$ cat src/core/byte_alu_cfg.svh
/*
 Constants of the byte ALU slice: opcodes, operand byte fields, flag bit
 positions and cycle counts. Assumes nothing beyond a preprocessor.
*/
`ifndef BYTE_ALU_CFG_SVH
`define BYTE_ALU_CFG_SVH

// Opcode ranges
`define OPC_ADC_FIRST 8'h12
`define OPC_ADC_LAST 8'h16
`define OPC_ADD_FIRST 8'h02
`define OPC_ADD_LAST 8'h06
`define OPC_AND_FIRST 8'h52
`define OPC_AND_LAST 8'h56
`define OPC_BAND 8'h67
`define OPC_BIT_CMP 8'h17

// Register-register short form, the only 4-cycle form in each range
`define OPC_LOW_RR 4'h2

// Second byte of the bit formats
`define BYTE2_REG_HI 7
`define BYTE2_REG_LO 4
`define BYTE2_BIT_HI 3
`define BYTE2_BIT_LO 1
`define BYTE2_FORM 0

// Flag vector positions {c,z,s,v,d,h}
`define FLG_C 5
`define FLG_Z 4
`define FLG_S 3
`define FLG_V 2
`define FLG_D 1
`define FLG_H 0

// Instruction length in core cycles
`define CYC_SHORT 4'h4
`define CYC_LONG 4'h6

// Condition code that tests the zero flag (zero and equal alike)
`define CC_ZERO 4'h6
`define CC_NOT_ZERO 4'hE

`endif

$ cat src/core/byte_alu_pkg.sv
/*
 Types shared by the byte ALU slice. Assumes byte_alu_cfg.svh for numbers.
*/
package byte_alu_pkg;

    typedef struct packed {
        logic c;
        logic z;
        logic s;
        logic v;
        logic d;
        logic h;
    } flags_t;

    typedef struct packed {
        logic [7:0] opcode;
        logic [7:0] dst;
        logic [7:0] src;
        logic [7:0] byte2;
        flags_t flags;
    } alu_req_t;

    typedef struct packed {
        logic [7:0] result;
        logic wr_dst;
        flags_t flags;
    } alu_rsp_t;

    typedef enum logic [2:0] {
        ST_IDLE = 3'b001,
        ST_EXEC = 3'b010,
        ST_DONE = 3'b100
    } alu_state_t;

endpackage

$ cat src/core/byte_alu_add_and_bitops.sv
/*
 Execution slice for add, add-with-carry, AND, bit-AND and bit-compare,
 plus the zero/equal condition test. Assumes the sequencer presents one
 instruction with start_i and waits for done_o before the next.
*/
`timescale 1ns/10ps
`default_nettype none
`include "byte_alu_cfg.svh"

module byte_alu_add_and_bitops
    import byte_alu_pkg::*;
(
    // Clock and reset
    input wire logic mclk_i,
    input wire logic rst_i,
    // Instruction request
    input wire logic start_i,
    input wire alu_req_t req_i,
    // Condition query
    input wire logic [3:0] cc_i,
    // Results
    output logic busy_o,
    output logic done_o,
    output logic [7:0] result_o,
    output logic wr_dst_o,
    output logic bad_op_o,
    output var flags_t flags_o,
    output logic [3:0] reg_addr_o,
    output logic cc_true_o
);
    // ------------------------------------------------------------
    // Sequencer
    // ------------------------------------------------------------
    alu_state_t state_q, state_d;
    alu_req_t req_q, req_d;
    logic [3:0] cnt_q, cnt_d;
    logic [7:0] result_q, result_d;
    logic wr_q, wr_d, done_q, done_d, bad_q, bad_d;
    flags_t flags_q, flags_d;
    logic [3:0] raddr_q, raddr_d;
    logic cc_q, cc_d;
    logic busy_q, busy_d;
    alu_rsp_t rsp;
    logic known;

    byte_alu_compute u_compute (
        .req_i(req_q),
        .rsp_o(rsp),
        .known_o(known)
    );

    always_comb begin
        state_d = state_q;
        req_d = req_q;
        cnt_d = cnt_q;
        result_d = result_q;
        wr_d = 1'b0;
        done_d = 1'b0;
        bad_d = bad_q;
        flags_d = flags_q;
        raddr_d = raddr_q;
        unique case (state_q)
            ST_IDLE: begin
                if (start_i) begin
                    req_d = req_i;
                    raddr_d = req_i.byte2[`BYTE2_REG_HI:`BYTE2_REG_LO];
                    // Only the rr short form of each range is 4 cycles
                    if (req_i.opcode[3:0] == `OPC_LOW_RR
                        && req_i.opcode != `OPC_BAND
                        && req_i.opcode != `OPC_BIT_CMP) begin
                        cnt_d = `CYC_SHORT - 4'h2;
                    end else begin
                        cnt_d = `CYC_LONG - 4'h2;
                    end
                    state_d = ST_EXEC;
                end
            end
            ST_EXEC: begin
                if (cnt_q == 4'h0) begin
                    state_d = ST_DONE;
                end else begin
                    cnt_d = cnt_q - 4'h1;
                end
            end
            ST_DONE: begin
                // Writeback and flags on the last cycle of the instruction
                result_d = rsp.result;
                wr_d = rsp.wr_dst & known;
                flags_d = rsp.flags;
                bad_d = ~known;
                done_d = 1'b1;
                state_d = ST_IDLE;
            end
        endcase
        // Zero and equal share one encoding, so one test covers both
        unique case (cc_i)
            `CC_ZERO: cc_d = flags_d.z;
            `CC_NOT_ZERO: cc_d = ~flags_d.z;
            default: cc_d = 1'b0;
        endcase
        // Registered so the sequencer sees a glitch-free level
        busy_d = (state_d != ST_IDLE) | done_d;
    end

    always_ff @(posedge mclk_i) begin
        if (rst_i) begin
            state_q <= ST_IDLE;
            req_q <= '0;
            cnt_q <= 4'h0;
            result_q <= 8'h00;
            wr_q <= 1'b0;
            done_q <= 1'b0;
            bad_q <= 1'b0;
            flags_q <= '0;
            raddr_q <= 4'h0;
            cc_q <= 1'b0;
            busy_q <= 1'b0;
        end else begin
            state_q <= state_d;
            req_q <= req_d;
            cnt_q <= cnt_d;
            result_q <= result_d;
            wr_q <= wr_d;
            done_q <= done_d;
            bad_q <= bad_d;
            flags_q <= flags_d;
            raddr_q <= raddr_d;
            cc_q <= cc_d;
            busy_q <= busy_d;
        end
    end

    assign busy_o = busy_q;
    assign done_o = done_q;
    assign result_o = result_q;
    assign wr_dst_o = wr_q;
    assign bad_op_o = bad_q;
    assign flags_o = flags_q;
    assign reg_addr_o = raddr_q;
    assign cc_true_o = cc_q;

    // ------------------------------------------------------------
    // Checks
    // ------------------------------------------------------------
    int unsigned span_q;
    always_ff @(posedge mclk_i) begin
        if (rst_i || (state_q == ST_IDLE && start_i)) span_q <= 0;
        else span_q <= span_q + 1;
    end

    instr_len_a: assert property (
        @(posedge mclk_i) disable iff (rst_i)
        done_q |-> (span_q == 32'd4 || span_q == 32'd6))
        else $error("instruction length not 4 or 6 cycles");

    // done_q rises on the 4th edge after the take, seen high on the 5th
    short_form_a: assert property (
        @(posedge mclk_i) disable iff (rst_i)
        (state_q == ST_IDLE && start_i && req_i.opcode == `OPC_ADD_FIRST)
        |-> ##5 done_q)
        else $error("register add not done in 4 cycles");

    bit_len_a: assert property (
        @(posedge mclk_i) disable iff (rst_i)
        (state_q == ST_IDLE && start_i && req_i.opcode == `OPC_BIT_CMP)
        |-> ##7 done_q)
        else $error("bit compare not done in 6 cycles");

    adc_sum_a: assert property (
        @(posedge mclk_i) disable iff (rst_i)
        (done_q && req_q.opcode >= `OPC_ADC_FIRST
         && req_q.opcode <= `OPC_ADC_LAST)
        |-> {flags_q.c, result_q} == {1'b0, req_q.dst}
            + {1'b0, req_q.src} + {8'h00, req_q.flags.c})
        else $error("add with carry sum or carry wrong");

    add_carry_a: assert property (
        @(posedge mclk_i) disable iff (rst_i)
        (done_q && req_q.opcode >= `OPC_ADD_FIRST
         && req_q.opcode <= `OPC_ADD_LAST)
        |-> {flags_q.c, result_q}
            == {1'b0, req_q.dst} + {1'b0, req_q.src})
        else $error("add sum or carry wrong");

    add_overflow_a: assert property (
        @(posedge mclk_i) disable iff (rst_i)
        (done_q && wr_q && req_q.opcode <= `OPC_ADC_LAST)
        |-> flags_q.v == (req_q.dst[7] == req_q.src[7]
            && result_q[7] != req_q.dst[7]))
        else $error("add overflow flag wrong");

    // Carry into bit 4 recovered from the sum bit and both operand bits
    half_carry_a: assert property (
        @(posedge mclk_i) disable iff (rst_i)
        (done_q && wr_q && req_q.opcode <= `OPC_ADC_LAST)
        |-> flags_q.h == (result_q[4] ^ req_q.dst[4] ^ req_q.src[4]))
        else $error("add half carry flag wrong");

    add_decimal_a: assert property (
        @(posedge mclk_i) disable iff (rst_i)
        (done_q && wr_q && req_q.opcode <= `OPC_ADC_LAST)
        |-> !flags_q.d && flags_q.z == (result_q == 8'h00)
            && flags_q.s == result_q[7])
        else $error("add zero, sign or decimal flag wrong");

    and_keep_a: assert property (
        @(posedge mclk_i) disable iff (rst_i)
        (done_q && req_q.opcode >= `OPC_AND_FIRST
         && req_q.opcode <= `OPC_AND_LAST)
        |-> !flags_q.v && flags_q.c == req_q.flags.c
            && flags_q.h == req_q.flags.h
            && result_q == (req_q.dst & req_q.src))
        else $error("logical and result or flags wrong");

    band_other_a: assert property (
        @(posedge mclk_i) disable iff (rst_i)
        (done_q && req_q.opcode == `OPC_BAND)
        |-> $countones(result_q ^ req_q.dst) <= 1 && !flags_q.s)
        else $error("bit and touched other bits");

    band_zero_a: assert property (
        @(posedge mclk_i) disable iff (rst_i)
        (done_q && req_q.opcode == `OPC_BAND)
        |-> flags_q.z == !(req_q.byte2[`BYTE2_FORM]
            ? result_q[req_q.byte2[`BYTE2_BIT_HI:`BYTE2_BIT_LO]]
            : result_q[0]))
        else $error("bit and zero flag wrong");

    cmp_nowrite_a: assert property (
        @(posedge mclk_i) disable iff (rst_i)
        (done_q && req_q.opcode == `OPC_BIT_CMP)
        |-> !wr_q && flags_q.h == req_q.flags.h
            && flags_q.z == (req_q.dst[0]
            == req_q.src[req_q.byte2[`BYTE2_BIT_HI:`BYTE2_BIT_LO]]))
        else $error("bit compare wrote or set flags wrong");

    reg_addr_a: assert property (
        @(posedge mclk_i) disable iff (rst_i)
        (state_q == ST_IDLE && start_i)
        |=> raddr_q == req_q.byte2[`BYTE2_REG_HI:`BYTE2_REG_LO])
        else $error("register address field not taken");

    zero_cc_a: assert property (
        @(posedge mclk_i) disable iff (rst_i)
        (cc_i == `CC_ZERO) |=> cc_q == flags_q.z)
        else $error("zero condition does not follow zero flag");

endmodule // byte_alu_add_and_bitops
`default_nettype wire

$ cat src/core/byte_alu_compute.sv
/*
 Combinational result and flag computation for one instruction.
 Assumes a registered request from byte_alu_add_and_bitops.
*/
`timescale 1ns/10ps
`default_nettype none
`include "byte_alu_cfg.svh"

module byte_alu_compute
    import byte_alu_pkg::*;
(
    // Request
    input wire alu_req_t req_i,
    // Answer
    output var alu_rsp_t rsp_o,
    output logic known_o
);
    logic [8:0] sum;
    logic [4:0] nib;
    logic cin;
    logic [2:0] bidx;
    logic form;
    logic bitv;
    logic [7:0] r;
    flags_t f;

    always_comb begin
        cin = 1'b0;
        bidx = req_i.byte2[`BYTE2_BIT_HI:`BYTE2_BIT_LO];
        form = req_i.byte2[`BYTE2_FORM];
        bitv = 1'b0;
        r = req_i.dst;
        f = req_i.flags;
        known_o = 1'b1;
        rsp_o.wr_dst = 1'b0;
        if (req_i.opcode >= `OPC_ADC_FIRST
            && req_i.opcode <= `OPC_ADC_LAST) begin
            cin = req_i.flags.c;
        end
        sum = {1'b0, req_i.dst} + {1'b0, req_i.src} + {8'h00, cin};
        nib = {1'b0, req_i.dst[3:0]} + {1'b0, req_i.src[3:0]} + {4'h0, cin};
        if ((req_i.opcode >= `OPC_ADC_FIRST && req_i.opcode <= `OPC_ADC_LAST)
            || (req_i.opcode >= `OPC_ADD_FIRST
                && req_i.opcode <= `OPC_ADD_LAST)) begin
            r = sum[7:0];
            rsp_o.wr_dst = 1'b1;
            f.c = sum[8];
            f.v = (req_i.dst[7] == req_i.src[7])
                  && (r[7] != req_i.dst[7]);
            f.h = nib[4];
            f.z = (r == 8'h00);
            f.s = r[7];
            f.d = 1'b0;
        end else if (req_i.opcode >= `OPC_AND_FIRST
                     && req_i.opcode <= `OPC_AND_LAST) begin
            r = req_i.dst & req_i.src;
            rsp_o.wr_dst = 1'b1;
            f.z = (r == 8'h00);
            f.s = r[7];
            f.v = 1'b0;
        end else if (req_i.opcode == `OPC_BAND) begin
            // Form 0: dst(0) &= src(b); form 1: dst(b) &= src(0)
            if (!form) begin
                bitv = req_i.dst[0] & req_i.src[bidx];
                r[0] = bitv;
            end else begin
                bitv = req_i.dst[bidx] & req_i.src[0];
                r[bidx] = bitv;
            end
            rsp_o.wr_dst = 1'b1;
            f.z = ~bitv;
            f.s = 1'b0;
            f.v = 1'b0; // Undefined; held low for repeatability
        end else if (req_i.opcode == `OPC_BIT_CMP) begin
            f.z = (req_i.dst[0] == req_i.src[bidx]);
            f.s = 1'b0;
            f.v = 1'b0;
        end else begin
            known_o = 1'b0;
        end
        rsp_o.result = r;
        rsp_o.flags = f;
    end

endmodule // byte_alu_compute
`default_nettype wire

$ cat config.mk
export PLATFORM = sky130hd
export DESIGN_NAME = byte_alu_add_and_bitops
export DESIGN_NICKNAME = d
export VERILOG_FILES = /design/src/core/byte_alu_pkg.sv /design/src/core/byte_alu_add_and_bitops.sv /design/src/core/byte_alu_compute.sv
export VERILOG_INCLUDE_DIRS = /design/src /design/src/core
export SDC_FILE = /design/constraint.sdc
export NUM_CORES = 1
export LEC_CHECK = 0
export ABC_AREA = 1
export BUFFER_PORTS_ARGS = -buffer_cell sky130_fd_sc_hd__buf_2
export CAP_MARGIN = 5
export CORE_AREA = 2 2 98 100
export DETAILED_ROUTE_END_ITERATION = 6
export DIE_AREA = 0 0 100 102
export HOLD_SLACK_MARGIN = 0.12
export PLACE_DENSITY = 0.66
export SYNTH_ARGS = -nofsm -noshare
export SYNTH_HDL_FRONTEND = slang
export SYNTH_SLANG_ARGS = --single-unit
export TNS_END_PERCENT = 20
$ cat constraint.sdc
create_clock -name mclk_i -period 3.2 [get_ports mclk_i]
set_input_delay 0.16 -clock mclk_i [delete_from_list [all_inputs] [get_ports mclk_i]]
set_output_delay 0.16 -clock mclk_i [all_outputs]
set_load 0.05 [all_outputs]
### Word-level counts from Yosys, hierarchy flattened

Cells that the tools add are included.

* output and inout port bits: 23
* input port bits: 45
* logic and storage cells: 118
* bits in registers: 64

* multiplexer cells: 40
* reduce and logical (&&, ||, !) cells: 15
* eq/ne operators: 16
* bitwise gates (word level): 9
* add/sub/neg operators: 5
* order comparisons: 8

Operator list (number)
* $mux W8: 3
* $mux W3: 7
* $mux W1: 18
* $logic_not A8 Y1: 2
* $add A8 B8 Y9: 1
* $add A9 B1 Y9: 1
* $pmux W3 S3: 1
* $and A8 B8 Y8: 1
* $bwmux W8: 1
* $eq A8 B5 Y1 const B: 1
* $eq A8 B7 Y1 const B: 1
* $ge A8 B2 Y1 const B: 1
* $ge A8 B5 Y1 const B: 1
* $ge A8 B7 Y1 const B: 1
* $le A8 B3 Y1 const B: 1
* $le A8 B5 Y1 const B: 1
* $le A8 B7 Y1 const B: 1
* $mux W4: 2
* $ne A8 B5 Y1 const B: 1
* $ne A8 B7 Y1 const B: 1
* $pmux W4 S2: 1
* $logic_and A1 B1 Y1: 7
* $mux W7: 1
* $bmux W1 S3: 2
* other kinds (28): 35

### Depth between registers and ports, before layout

Gate-level depths: netlist of the first run.

* depth in word-level cells: 14
* gate-level depth with buffers: 19
* mapped depth without buffers: 19

### Modules after synthesis

From an unflattened synthesis of the first run, not the netlist that was laid out.

* cell total of the unflattened synthesis: 523
* area total of the unflattened synthesis: 3632.2 µm²

Modules (own cells, without submodules)
* byte_alu_add_and_bitops: cells each 279, times used 1, area an instance 2354.8 µm², seq. area each 1281.2 µm²
* byte_alu_compute: cells each 244, times used 1, area an instance 1277.5 µm², seq. area each 0.0 µm²

### Worst setup path after synthesis of the first run

Ideal clock, no wire load.

* path type: reg2reg
* from: reg req_q[31] in the netlist's numbering
* to: reg cc_q, in the netlist cc_true_o
* buffers on the path: 0
* data required time: 3.087 ns
* slack: 0.473 ns
* cell stages (with the launch flop): 17
* clock period less this slack: 2.727 ns
* arrival time: 2.614 ns
* library setup time: 0.113 ns
* cells stage by stage: dfxtp_1 > nor3_1 > inv_1 > o2111a_1 > fa_1 > fa_1 > or2_2 > nor2_1 > nand3_1 > nor2_1 > nand3_1 > a21oi_2 > nand2_2 > nand2_2 > nand2_1 > nand2_1 > nor2_1

* word-level cells in the longest chain between the ends: 9
* elaborated cells on any way between the ends: 22
* those cells by class: 1 x add/sub; 6 x order compare; 2 x eq/ne; 7 x mux; 1 x bitwise; 5 x reduce/logical

Ends and longest elaborated chain
* start: declaration: RTL line byte_alu_add_and_bitops.sv:35 `alu_req_t req_q, req_d;`
* start signal: assignment: RTL line byte_alu_add_and_bitops.sv:120 `req_q <= req_d;`
* $ge A8 B5 Y1 (no source line) or $le A8 B5 Y1 (tied branches)
* $logic_and A1 B1 Y1 (no source line)
* $mux W1: RTL line byte_alu_compute.sv:36 `` if (req_i.opcode >= `OPC_ADC_FIRST ``
* $add A9 B1 Y9: RTL line byte_alu_compute.sv:40 `sum = {1'b0, req_i.dst} + {1'b0, req_i.src} + {8'h00, cin};`
* $logic_not A8 Y1: RTL line byte_alu_compute.sv:51 `f.z = (r == 8'h00);`
* $mux W3 (*): RTL line byte_alu_compute.sv:42 `` if ((req_i.opcode >= `OPC_ADC_FIRST && req_i.opcode <= `OPC_ADC_LAST) ``
* $mux W5 (*): RTL line byte_alu_add_and_bitops.sv:62 `unique case (state_q)`
* $not A1 Y1: RTL line byte_alu_add_and_bitops.sv:98 `` `CC_NOT_ZERO: cc_d = ~flags_d.z; ``
* $pmux W1 S2 (*): RTL line byte_alu_add_and_bitops.sv:96 `unique case (cc_i)`
* end signal: assignment: RTL line byte_alu_add_and_bitops.sv:116 `cc_q <= 1'b0;`
* end signal: assignment: RTL line byte_alu_add_and_bitops.sv:128 `cc_q <= cc_d;`
* end: declaration: RTL line byte_alu_add_and_bitops.sv:41 `logic cc_q, cc_d;`

Every way passes the cells marked *; elsewhere a longest branch is shown, timed or not.
A chain may end at the register's enable or synchronous reset.

### Worst setup path in the final report of the first run

Same ends and word-level chain as after synthesis.

==> flow_metrics.py, run 1 <==
metrics = {
    "placed_design": {
        "place_area_um2": 3930,
        "place_ws_ns": 0.184,
        "dp.cells": 672,
        "port_buffers": 67,
        "place.gp.congestion": 0.892,
        "dpl.hpwl_mm": 7.22,
    },
    "min_path": {
        "hold_start": "cc_i[1]",
        "hold_end": "cc_true_o",
        "min_path_type": "in -> reg",
        "hold_depth": 5,
    },
    "detailed_routing": {
        "ant_nets": 0,
        "vias": 3677,
        "post_drt_wl_per_cell_um": 14.0,
        "viasPerCell": 5.06,
        "drt_wl_total_mm": 10.1,
        "drc": 0,
        "firstDrtPassIters": 5,
        "drt_iter0_markers": 189,
    },
    "clock_network": {
        "clk_pin_slew_ns": 0.07,
        "cts_tree": "done",
        "htreeDepth": 3,
        "clk_path_buf_depth": 2,
        "cts.sinks": 64,
        "insertion_delay_ns": 0.35,
        "cts_hold_buf": 38,
        "cts_root_buf": "clkbuf_8",
        "cts_resized": 0,
        "cts_buffers": 9,
        "cts_setup_buffers": 0,
    },
    "worst_setup_path": {
        "cp_slowest_stage_delay_ns": 0.45,
        "crit_path_cell_trace": "nor3_1 -> inv_1 -> o2111a_1 -> fa_1 -> fa_1 -> or2_2 -> nor2_1 -> nand3_1 -> nor2_1 -> nand3_1 -> a21oi_2 -> nand2_2 -> nand2_2 -> nand2_1 -> nand2_1 -> nor2_1",
        "worstSetupEndpointType": "flop",
        "crit_arrival_ns": 3.26,
        "cpMostUsedCell": "nor2_1",
        "cp-start-kind": "flop",
        "critPathMaxFanout": 4,
        "cp_data_required_time_ns": 3.45,
        "reg2regPathDepth": 16,
        "rr_startpoint": "req_q[31]",
        "r2r_end": "cc_true_o",
        "worst-setup-path-type": "reg -> reg",
        "r2r_slack_ns": 0.19,
        "cp_slowest_cell": "fa_1",
    },
    "sta": {
        "finalCriticalPeriod_ns": 3.01,
        "fin_skew_ns": 0.00631,
        "fmax_mhz": 332,
        "fin_tns_setup_ns": 0,
        "hold_violations": 0,
        "setup_viol": 0,
        "period_share_pct": 94.2,
        "max-slew-margin-rel_pct": 30.3,
        "final_max_slew_viol_count": 0,
        "layout_setup_ws_ns": 0.187,
        "worst_pin_slew_ns": 1.04,
        "rsz0062_at_grt": "false",
    },
    "floorplanning": {
        "initial_core_util_pct": 39.0,
        "placeableCoreArea_um2": 9110,
        "die_y_um": 102,
        "dieArea_um2": 10200,
        "top_level_ports": 68,
        "die_x_um": 100,
        "rows": 35,
    },
    "logic_synthesis": {
        "syn_nets": 568,
        "syn_area_um2": 3550,
        "synth_top_cell_by_area": "dfxtp_1",
        "synthTopCellsByArea": "dfxtp_1 36%, nand2_1 9.3%, o21ai_0 9.2%, nor2_1 7.6%, inv_1 5.3%",
        "yosysWarnings": 0,
        "syn_inst": 511,
        "ys_seq_area_share_pct": 36.1,
        "synth_top_area_share_pct": 36.1,
        "synth_seq_cells": 64,
        "synthDistinctLibCells": 41,
        "avgSynthCellArea_um2": 6.95,
    },
    "layout": {
        "diodes": 0,
        "drive_gt1_share_pct": 20.5,
        "seq_area_um2": 1280,
        "nFillCells": 938,
        "finalNonFillerCells": 726,
        "multi_input_area_um2": 1920,
        "final_common_cell": "nand2_1",
        "nets": 667,
        "final_cell_mix": "88 x nand2_1, 72 x nor2_1, 67 x buf_2",
        "final_design_area_no_fill_um2": 4500,
        "layout-area-overhead-vs-synth_pct": 26.8,
    },
    "pwr": {
        "finalPower_mw": 2.06,
        "ir_worst_vdd_mv": 0.312,
        "leakage_nw": 2.11,
        "powerDensity_nw_per_um2": 457,
    },
    "global_route": {
        "grt_pass1_wl_mm": 16.2,
        "grtUsageTotal_pct": 20.2,
        "grt_pass1_vias": 3399,
        "grt_max_degree": 58,
        "antenna_found_initial": 0,
        "overflow": 0,
    },
    "outcome": {
        "run_status": "complete, no violations",
    },
    "job": {
        "maxCapViolations": 0,
    },
}
==> worst max path at each step <==
stage	slack (ns)	to	start	cells past startpoint
finish	0.19	cc_true_o	req_q[31]	16
global route	0.03	cc_true_o	req_q[31]	16
CTS	0.18	cc_true_o	req_q[31]	16
detailed placement	0.18	cc_true_o	req_q[31]	16
global placement	0.24	cc_true_o	req_q[31]	16
floorplan	0.47	cc_true_o	req_q[31]	16
==> critical path: cells and delay by family, from the launching register on <==
kind | cells | cell delay, ns
and+or+nand+nor | 11 | 1.22
adders and majority gates | 2 | 0.88
buffers and inverters | 1 | 0.07
AOI/OAI and AO/OA | 2 | 0.41
DFF | 1 | 0.35
==> through the flow <==
| step | utilization (%) | hold slack [ns] |
|---|---|---|
| final | 49.4 | 0.127 |
| after global routing | 49.4 | 0.159 |
| after CTS | 49.4 | 0.122 |
| after detailed placement | 43.2 | 0.379 |
| after global placement | 43.2 | 0.383 |
| after floorplan | - | 0.247 |
==> flip-flops by register name, indices dropped and copies added (netlist names), 3 cells and up <==
signal	flops
result_o	8
flags_o	6
req_q	34
reg_addr_o	4
cnt_q	4
state_q	3
==> per-layer routing <==
metal	vias up	GRT usage (%)	routed length, µm	part of all wire, %
li1	1883	-	-	-
met1	1706	26.8	4880	48
met4	0	6.74	148	1.5
met2	74	33.4	4700	46
met3	14	3.83	415	4.1
met5	-	0	0	0
==> final cells by class <==
type | count | share of cell area [%]
well taps | 111 | 3.09
multi-input cells | 364 | 42.8
flip-flops and latches | 64 | 28.5
clock inverters | 6 | 1.33
clock buffers | 10 | 2.84
inverters | 65 | 5.42
repair buffers | 106 | 16.1
==> synth_stat cells (all sizes together) <==
master	instances
a21oi	37
xor2	1
o2111a	1
o21ai	69
nor4	1
a32oi	1
inv	65
o2111ai	3
or2	2
nor3b	1
a31oi	7
o21a	1
buf	10
a211oi	2
o21bai	1
ha	10
a22o	1
nand4	6
a32o	1
nor2	79
nand2	96
fa	2
dfxtp	64
clkbuf	8
o211ai	2
nor3	13
nand3	27
==> power breakdown <==
part           internal, mW  switching, mW
sequential            0.851         0.0522
combinational         0.170          0.292
clock                 0.356          0.334
==> cells by family after synthesis <==
group	count (synthesis)	share of synthesized area, %
AOI/OAI and AO/OA	126	19.8
xor gates and xnor gates	1	0.247
adders and majority gates	12	4.65
buffers and inverters	83	9.69
DFF	64	36.1
and+or+nand+nor	225	29.5
Note: power is estimated with default switching activity, not from simulation.
==> run 2, diff against run 1 <==
--- a/config.mk
+++ b/config.mk
@@ -13,7 +13,7 @@
 export DETAILED_ROUTE_END_ITERATION = 6
 export DIE_AREA = 0 0 100 102
 export HOLD_SLACK_MARGIN = 0.12
-export PLACE_DENSITY = 0.66
+export PLACE_DENSITY = 0.68
 export SYNTH_ARGS = -nofsm -noshare
 export SYNTH_HDL_FRONTEND = slang
 export SYNTH_SLANG_ARGS = --single-unit
==> constraint.sdc (replaced) <==
create_clock -name mclk_i -period 2.75 [get_ports mclk_i]
set_input_delay 0.1375 -clock mclk_i [delete_from_list [all_inputs] [get_ports mclk_i]]
set_output_delay 0.1375 -clock mclk_i [all_outputs]
set_load 0.05 [all_outputs]
==> run 2 against run 1 <==
Global-route usage rose by 0.53 points. Highest routed layer unchanged. Clock power up 33%. Critical path type unchanged. Core utilization increased by 2.7 points. Worst setup slack got worse by 0.10 ns. Sequential cell count unchanged. Critical endpoint unchanged. Sequential power increased by 16%. Clock skew is 0.0041 ns higher.
==> flow_metrics.py, run 2 (same netlist as run 1, synthesis figures left out) <==
metrics = {
    "placed_design": {
        "port_buffers": 67,
        "place_area_um2": 4040,
        "dpl.hpwl_mm": 7.31,
        "place.gp.congestion": 0.969,
        "dp.cells": 687,
    },
    "floorplanning": {
        "die_y_um": 102,
        "placeableCoreArea_um2": 9110,
        "dieArea_um2": 10200,
        "die_x_um": 100,
        "rows": 35,
        "initial_core_util_pct": 39.0,
        "top_level_ports": 68,
    },
    "sta": {
        "fin_skew_ns": 0.0104,
        "final_max_slew_viol_count": 0,
        "setup_viol": 0,
        "fmax_mhz": 376,
        "period_share_pct": 96.8,
        "rsz0062_at_grt": "true",
        "max-slew-margin-rel_pct": 40.2,
        "finalCriticalPeriod_ns": 2.66,
        "worst_pin_slew_ns": 0.896,
        "hold_violations": 0,
    },
    "min_path": {
        "hold_end": "state_q[2]",
        "hold_depth": 2,
        "min_path_type": "in -> reg",
        "hold_start": "rst_i",
    },
    "detailed_routing": {
        "vias": 3852,
        "drt_wl_total_mm": 10.3,
        "viasPerCell": 5.16,
        "wl_met3_um": 530,
        "highest-signal-layer": "met4",
        "ant_nets": 0,
        "drt_iter0_markers": 214,
        "wl_met2_mm": 4.76,
        "post_drt_wl_per_cell_um": 13.8,
        "drc": 0,
        "firstDrtPassIters": 5,
        "wl_met1_mm": 4.83,
    },
    "worst_setup_path": {
        "cp-start-kind": "flop",
        "reg2regPathDepth": 16,
        "cp_slowest_stage_delay_ns": 0.42,
        "worst-setup-path-type": "reg -> reg",
        "r2r_slack_ns": 0.09,
        "cp_data_required_time_ns": 3.00,
        "path_delay_family": "simple AND/OR/NAND/NOR gates",
        "crit_path_cell_trace": "nor3_2 -> inv_1 -> o2111a_1 -> fa_2 -> fa_2 -> or2_4 -> nor2_4 -> nand3_2 -> nor2_2 -> nand3_2 -> a21oi_2 -> nand2_2 -> nand2_2 -> nand2_1 -> nand2_1 -> nor2_1",
        "crit_arrival_ns": 2.92,
        "cp_slowest_cell": "fa_2",
        "r2r_end": "cc_true_o",
        "rr_startpoint": "req_q[32]",
        "crit_buf_inv": 1,
        "critPathMaxFanout": 3,
        "worstSetupEndpointType": "flop",
    },
    "pwr": {
        "combPwrFrac_pct": 23.1,
        "sequentialPowerShare_pct": 41.1,
        "switchingPower_mw": 0.803,
        "powerDensity_nw_per_um2": 538,
        "p_int_mw": 1.75,
        "leakage_nw": 2.25,
        "clock_power_share_pct": 35.9,
        "ir_worst_vdd_mv": 0.351,
        "finalPower_mw": 2.56,
        "switching_share_pct": 31.4,
    },
    "outcome": {
        "run_status": "complete, no violations",
    },
    "global_route": {
        "antenna_found_initial": 0,
        "overflow": 0,
        "grt_pass1_vias": 3576,
        "grt_max_degree": 48,
        "grtUsageTotal_pct": 20.8,
        "grt_pass1_wl_mm": 16.8,
    },
    "clock_network": {
        "clk_path_buf_depth": 2,
        "clk_pin_slew_ns": 0.08,
        "cts.sinks": 64,
        "cts_buffers": 9,
        "cts_tree": "done",
        "cts_root_buf": "clkbuf_8",
        "insertion_delay_ns": 0.35,
        "htreeDepth": 3,
    },
    "layout": {
        "nets": 688,
        "seq_area_um2": 1280,
        "final_design_area_no_fill_um2": 4750,
        "drive_gt1_share_pct": 24.7,
        "finalNonFillerCells": 747,
        "multi_input_area_um2": 1970,
        "layout-area-overhead-vs-synth_pct": 33.8,
        "largest_reg_flops": 34,
        "final_core_util_pct": 52.1,
        "final_common_cell": "nand2_1",
        "nFillCells": 880,
        "final_cell_mix": "87 x nand2_1, 70 x nor2_1, 67 x buf_2",
        "diodes": 0,
        "regMostFlops": "req_q",
    },
    "job": {
        "maxCapViolations": 0,
    },
}
## run 2: cell types whose count changed in the layout (fill, tap and decap cells not counted), sizes merged
| cell | before | now |
|---|---|---|
| bufinv | 1 | 2 |
| buf | 68 | 85 |
| clkinvlp | 2 | 1 |
| dlygate4sd3 | 38 | 42 |
## run 2: routing by layer
| metal | vias up | global-route usage (%) |
|---|---|---|
| li1 | 1930 | - |
| met1 | 1780 | 27.5 |
| met2 | 121 | 34.6 |
| met3 | 21 | 3.49 |
| met4 | 0 | 7.06 |
| met5 | - | 0 |
## run 2: what timing repair did
item	in CTS	in global routing
endpoints found under the setup margin	2	2
gates resized for setup	8	7
hold endpoints to repair	40	0
pin swaps	11	6
buffers inserted	0	2
hold buffers	42	0
## run 2: how the worst max path moves through the flow
stage / startpoint / end / slack (ns) / depth (start not counted)
6_report: req_q[32] / cc_true_o / 0.09 / 16
4_1_cts: req_q[33] / cc_true_o / -0.09 / 16
2_1_floorplan: req_q[31] / cc_true_o / 0.02 / 16
3_5_place_dp: req_q[31] / cc_true_o / -0.21 / 16
3_3_place_gp: req_q[31] / cc_true_o / -0.19 / 16
5_1_grt: req_q[32] / cc_true_o / -0.07 / 16
## run 2: layout make-up
type / instances / share of cell area, %
multi-input cells: 364 / 41.5
flip-flops and latches: 64 / 27.1
repair buffers: 127 / 18.8
inverters: 65 / 5.14
well taps: 111 / 2.92
clock buffers: 10 / 2.90
clock inverters: 6 / 1.74
## run 2: power groups by stage
stage               Sequential (mW)  Combinational [mW]  Clock [mW]
floorplan                      1.08               0.346           0
global placement               1.06               0.510           0
detailed placement             1.07               0.516           0
CTS                            1.05               0.571       0.934
global route                   1.06               0.660       0.969
finish                         1.05               0.590       0.917
## run 2: worst reg2reg max path, stage by stage (launching register included)
cell and delay [ns]:
dfxtp_2 0.34, nor3_2 0.14, inv_1 0.07, o2111a_1 0.26, fa_2 0.37, fa_2 0.42
or2_4 0.25, nor2_4 0.08, nand3_2 0.07, nor2_2 0.10, nand3_2 0.08, a21oi_2 0.13
nand2_2 0.07, nand2_2 0.06, nand2_1 0.05, nand2_1 0.05, nor2_1 0.04
## run 2: through the flow
step / hold WS [ns] / worst slack (ns) / TNS [ns]
floorplan: 0.225 / 0.0232 / 0
global placement: 0.359 / -0.193 / -0.256
detailed placement: 0.365 / -0.207 / -0.291
CTS: 0.134 / -0.0871 / -0.0871
global route: 0.174 / -0.0653 / -0.0653
finish: 0.142 / 0.0873 / 0
==> run 3, diff against run 2 <==
--- a/config.mk
+++ b/config.mk
@@ -9,12 +9,13 @@
 export ABC_AREA = 1
 export BUFFER_PORTS_ARGS = -buffer_cell sky130_fd_sc_hd__buf_2
 export CAP_MARGIN = 5
-export CORE_AREA = 2 2 98 100
+export CORE_AREA = 2 2 99 101
 export DETAILED_ROUTE_END_ITERATION = 6
-export DIE_AREA = 0 0 100 102
+export DIE_AREA = 0 0 101 103
 export HOLD_SLACK_MARGIN = 0.12
 export PLACE_DENSITY = 0.68
 export SYNTH_ARGS = -nofsm -noshare
 export SYNTH_HDL_FRONTEND = slang
+export SYNTH_HIERARCHICAL = 1
 export SYNTH_SLANG_ARGS = --single-unit
 export TNS_END_PERCENT = 20
==> run 3 against run 2 <==
Worst hold slack worse by 0.0026 ns. Register-to-register slack got worse by 0.05 ns. Fmax down 2.0%. Die area rose by 2.0%. Sequential share of layout area down 0.17 points. Clock power fell by 3.8%. Largest cell class unchanged. Clock skew rose by 0.0061 ns.
==> flow_metrics.py, run 3 <==
metrics = {
    "floorplanning": {
        "die_x_um": 101,
        "top_level_ports": 68,
        "dieArea_um2": 10400,
        "initial_core_util_pct": 38.4,
        "placeableCoreArea_um2": 9460,
        "rows": 36,
        "die_y_um": 103,
    },
    "logic_synthesis": {
        "synthMostInstantiatedCell": "nor2_1",
        "synth_top_area_share_pct": 35.3,
        "synthXorXnorAreaFrac_pct": 0.965,
        "synth_seq_cells": 64,
        "synthTopCellsByArea": "dfxtp_1 35%, nor2_1 12%, nand2_1 9.1%, inv_1 5.2%, o21ai_0 4.4%",
        "synth-async-reset-ratio_pct": 0,
        "synth-main-ff-cell": "dfxtp_1",
        "syn_inst": 523,
        "synth_adder_area_share_pct": 4.55,
        "syn_nets": 580,
        "synth_top_cell_by_area": "dfxtp_1",
        "ys_seq_area_share_pct": 35.3,
        "syn_area_um2": 3630,
        "synth-compound-area-share_pct": 15.1,
        "synth_commonest_cells": "117 x nor2_1, 88 x nand2_1, 64 x dfxtp_1, 50 x inv_1, 32 x o21ai_0",
        "synth_top_family_by_area": "simple AND/OR/NAND/NOR gates",
        "avgSynthCellArea_um2": 6.94,
        "synthMuxAreaShare_pct": 0,
        "synthDistinctLibCells": 41,
        "yosysWarnings": 6,
        "synth-simple-area-share_pct": 33.5,
        "synth_edf_count": 0,
    },
    "sta": {
        "hold_violations": 0,
        "max-slew-margin-rel_pct": 54.8,
        "final_max_slew_viol_count": 0,
        "period_share_pct": 98.8,
        "finalCriticalPeriod_ns": 2.72,
        "fin_skew_ns": 0.0165,
        "fmax_mhz": 368,
        "setup_viol": 0,
        "layout_setup_ws_ns": 0.0330,
        "worst_pin_slew_ns": 0.677,
        "rsz0062_at_grt": "true",
    },
    "worst_setup_path": {
        "critPathMaxFanout": 3,
        "crit_path_cell_trace": "inv_4 -> nand2_4 -> nand3_4 -> nand4_4 -> nor3_4 -> fa_2 -> inv_2 -> fa_2 -> inv_2 -> nand4_1 -> nand4_1 -> nand2_1 -> nor2_2 -> nand4_1 -> nand2_1 -> inv_1 -> o21ai_2 -> inv_2 -> nor2_2 -> nor2_1",
        "cp-start-kind": "flop",
        "cp_slowest_cell": "fa_2",
        "cp_slowest_stage_delay_ns": 0.40,
        "crit_arrival_ns": 2.96,
        "worstSetupEndpointType": "flop",
        "cp_data_required_time_ns": 2.99,
        "r2r_slack_ns": 0.03,
        "worst-setup-path-type": "reg -> reg",
    },
    "placed_design": {
        "place_area_um2": 4060,
        "dp.cells": 698,
        "dpl.hpwl_mm": 7.32,
        "place_ws_ns": -0.0616,
        "port_buffers": 67,
        "place.gp.congestion": 0.946,
    },
    "layout": {
        "final_cell_mix": "113 x nor2_1, 87 x nand2_1, 67 x buf_2",
        "finalNonFillerCells": 757,
        "nets": 696,
        "final_design_area_no_fill_um2": 4780,
        "final_common_cell": "nor2_1",
        "layout-area-overhead-vs-synth_pct": 31.7,
        "diodes": 0,
        "nFillCells": 927,
        "drive_gt1_share_pct": 22.4,
        "largest_reg_flops": 38,
        "regMostFlops": "req_q",
        "final_core_util_pct": 50.6,
    },
    "detailed_routing": {
        "ant_nets": 0,
        "viasPerCell": 4.89,
        "vias": 3701,
        "firstDrtPassIters": 5,
        "drt_iter0_markers": 151,
        "drc": 0,
        "post_drt_wl_per_cell_um": 13.1,
        "drt_wl_total_mm": 9.88,
    },
    "job": {
        "maxCapViolations": 0,
    },
    "min_path": {
        "min_path_type": "in -> reg",
    },
    "global_route": {
        "grt_max_degree": 44,
        "grtUsageTotal_pct": 19.6,
        "grt_pass1_vias": 3557,
        "antenna_found_initial": 0,
        "grt_pass1_wl_mm": 16.0,
        "overflow": 0,
    },
    "pwr": {
        "leakage_nw": 2.29,
        "ir_worst_vdd_mv": 0.252,
        "powerDensity_nw_per_um2": 543,
    },
    "clock_network": {
        "insertion_delay_ns": 0.35,
        "clk_pin_slew_ns": 0.08,
        "cts_root_buf": "clkbuf_8",
        "clk_path_buf_depth": 2,
        "cts_buffers": 9,
        "htreeDepth": 3,
        "cts_tree": "done",
        "cts.sinks": 64,
    },
    "outcome": {
        "run_status": "complete, no violations",
    },
}
run 3: cell count changes after synthesis, sizes merged, moves of 7 or more:
cell and change:
a21oi -25, nor3 -8, nor2 +42, a31oi -7, o21ai -11, a22o +12
run 3: logic make-up after synthesis:
| logic type | count (synthesis) |
|---|---|
| adder cells (fa/ha/maj) | 12 |
| AND/OR/NAND/NOR | 268 |
| XOR/XNOR | 4 |
| flip-flops | 64 |
| AO/OA/AOI/OAI | 94 |
| buffers and inverters | 81 |
run 3: report_power, final:
group | internal (mW) | switching, mW | leakage, nW
clock network | 0.504 | 0.378 | 0.109
logic | 0.268 | 0.398 | 1.66
registers | 0.991 | 0.0586 | 0.525
total | 1.76 | 0.834 | 2.29
run 3: critical path: cells and delay by family, from the launching register on:
| kind | cells | cell delay (ns) |
|---|---|---|
| flops | 1 | 0.36 |
| simple gates | 12 | 1.16 |
| buf+inv | 5 | 0.31 |
| compound gates | 1 | 0.13 |
| fa+ha+maj | 2 | 0.65 |
run 3: what timing repair did:
item | 4_1_cts | 5_1_grt
hold endpoints to repair | 43 | 0
pin swaps | 0 | 11
gates resized for setup | 2 | 22
hold buffers | 42 | 0
setup endpoints to repair | 2 | 2
setup buffers | 0 | 2
run 3: final timing paths:
check	to	start	depth (start not counted)
worst min-delay path	req_q[13]	req_i[13]	3
worst max register to register	cc_true_o	req_q[32]	20
worst max-delay path	cc_true_o	req_q[32]	20
worst min register to register	bad_op_o	bad_op_o	2
run 3: routing by layer:
layer	wire (µm)	up-vias	GRT usage (%)
met2	5020	59	36.3
met5	0	-	0
met4	171	0	6.55
met3	328	14	4.47
li1	-	1928	-
met1	4360	1700	22.1
run 3: layout make-up:
cell class                      count  area (µm²)  share of cell area, %
Inverter                           61         238                   4.97
Tap cell                          114         143                   2.98
Timing Repair Buffer              125         876                   18.3
Multi-Input combinational cell    378        2030                   42.5
Clock buffer                        9         124                   2.59
Sequential cell                    64        1290                   26.9
Clock inverter                      6        83.8                   1.75
run 3: metrics by stage:
| stage | TNS [ns] | hold WS [ns] | total power [mW] |
|---|---|---|---|
| global route | -0.188 | 0.147 | 2.74 |
| finish | 0 | 0.139 | 2.60 |
| CTS | 0 | 0.145 | 2.59 |
| global placement | 0 | 0.374 | 1.65 |
| detailed placement | -0.0616 | 0.384 | 1.66 |
| floorplan | 0 | 0.207 | 1.49 |
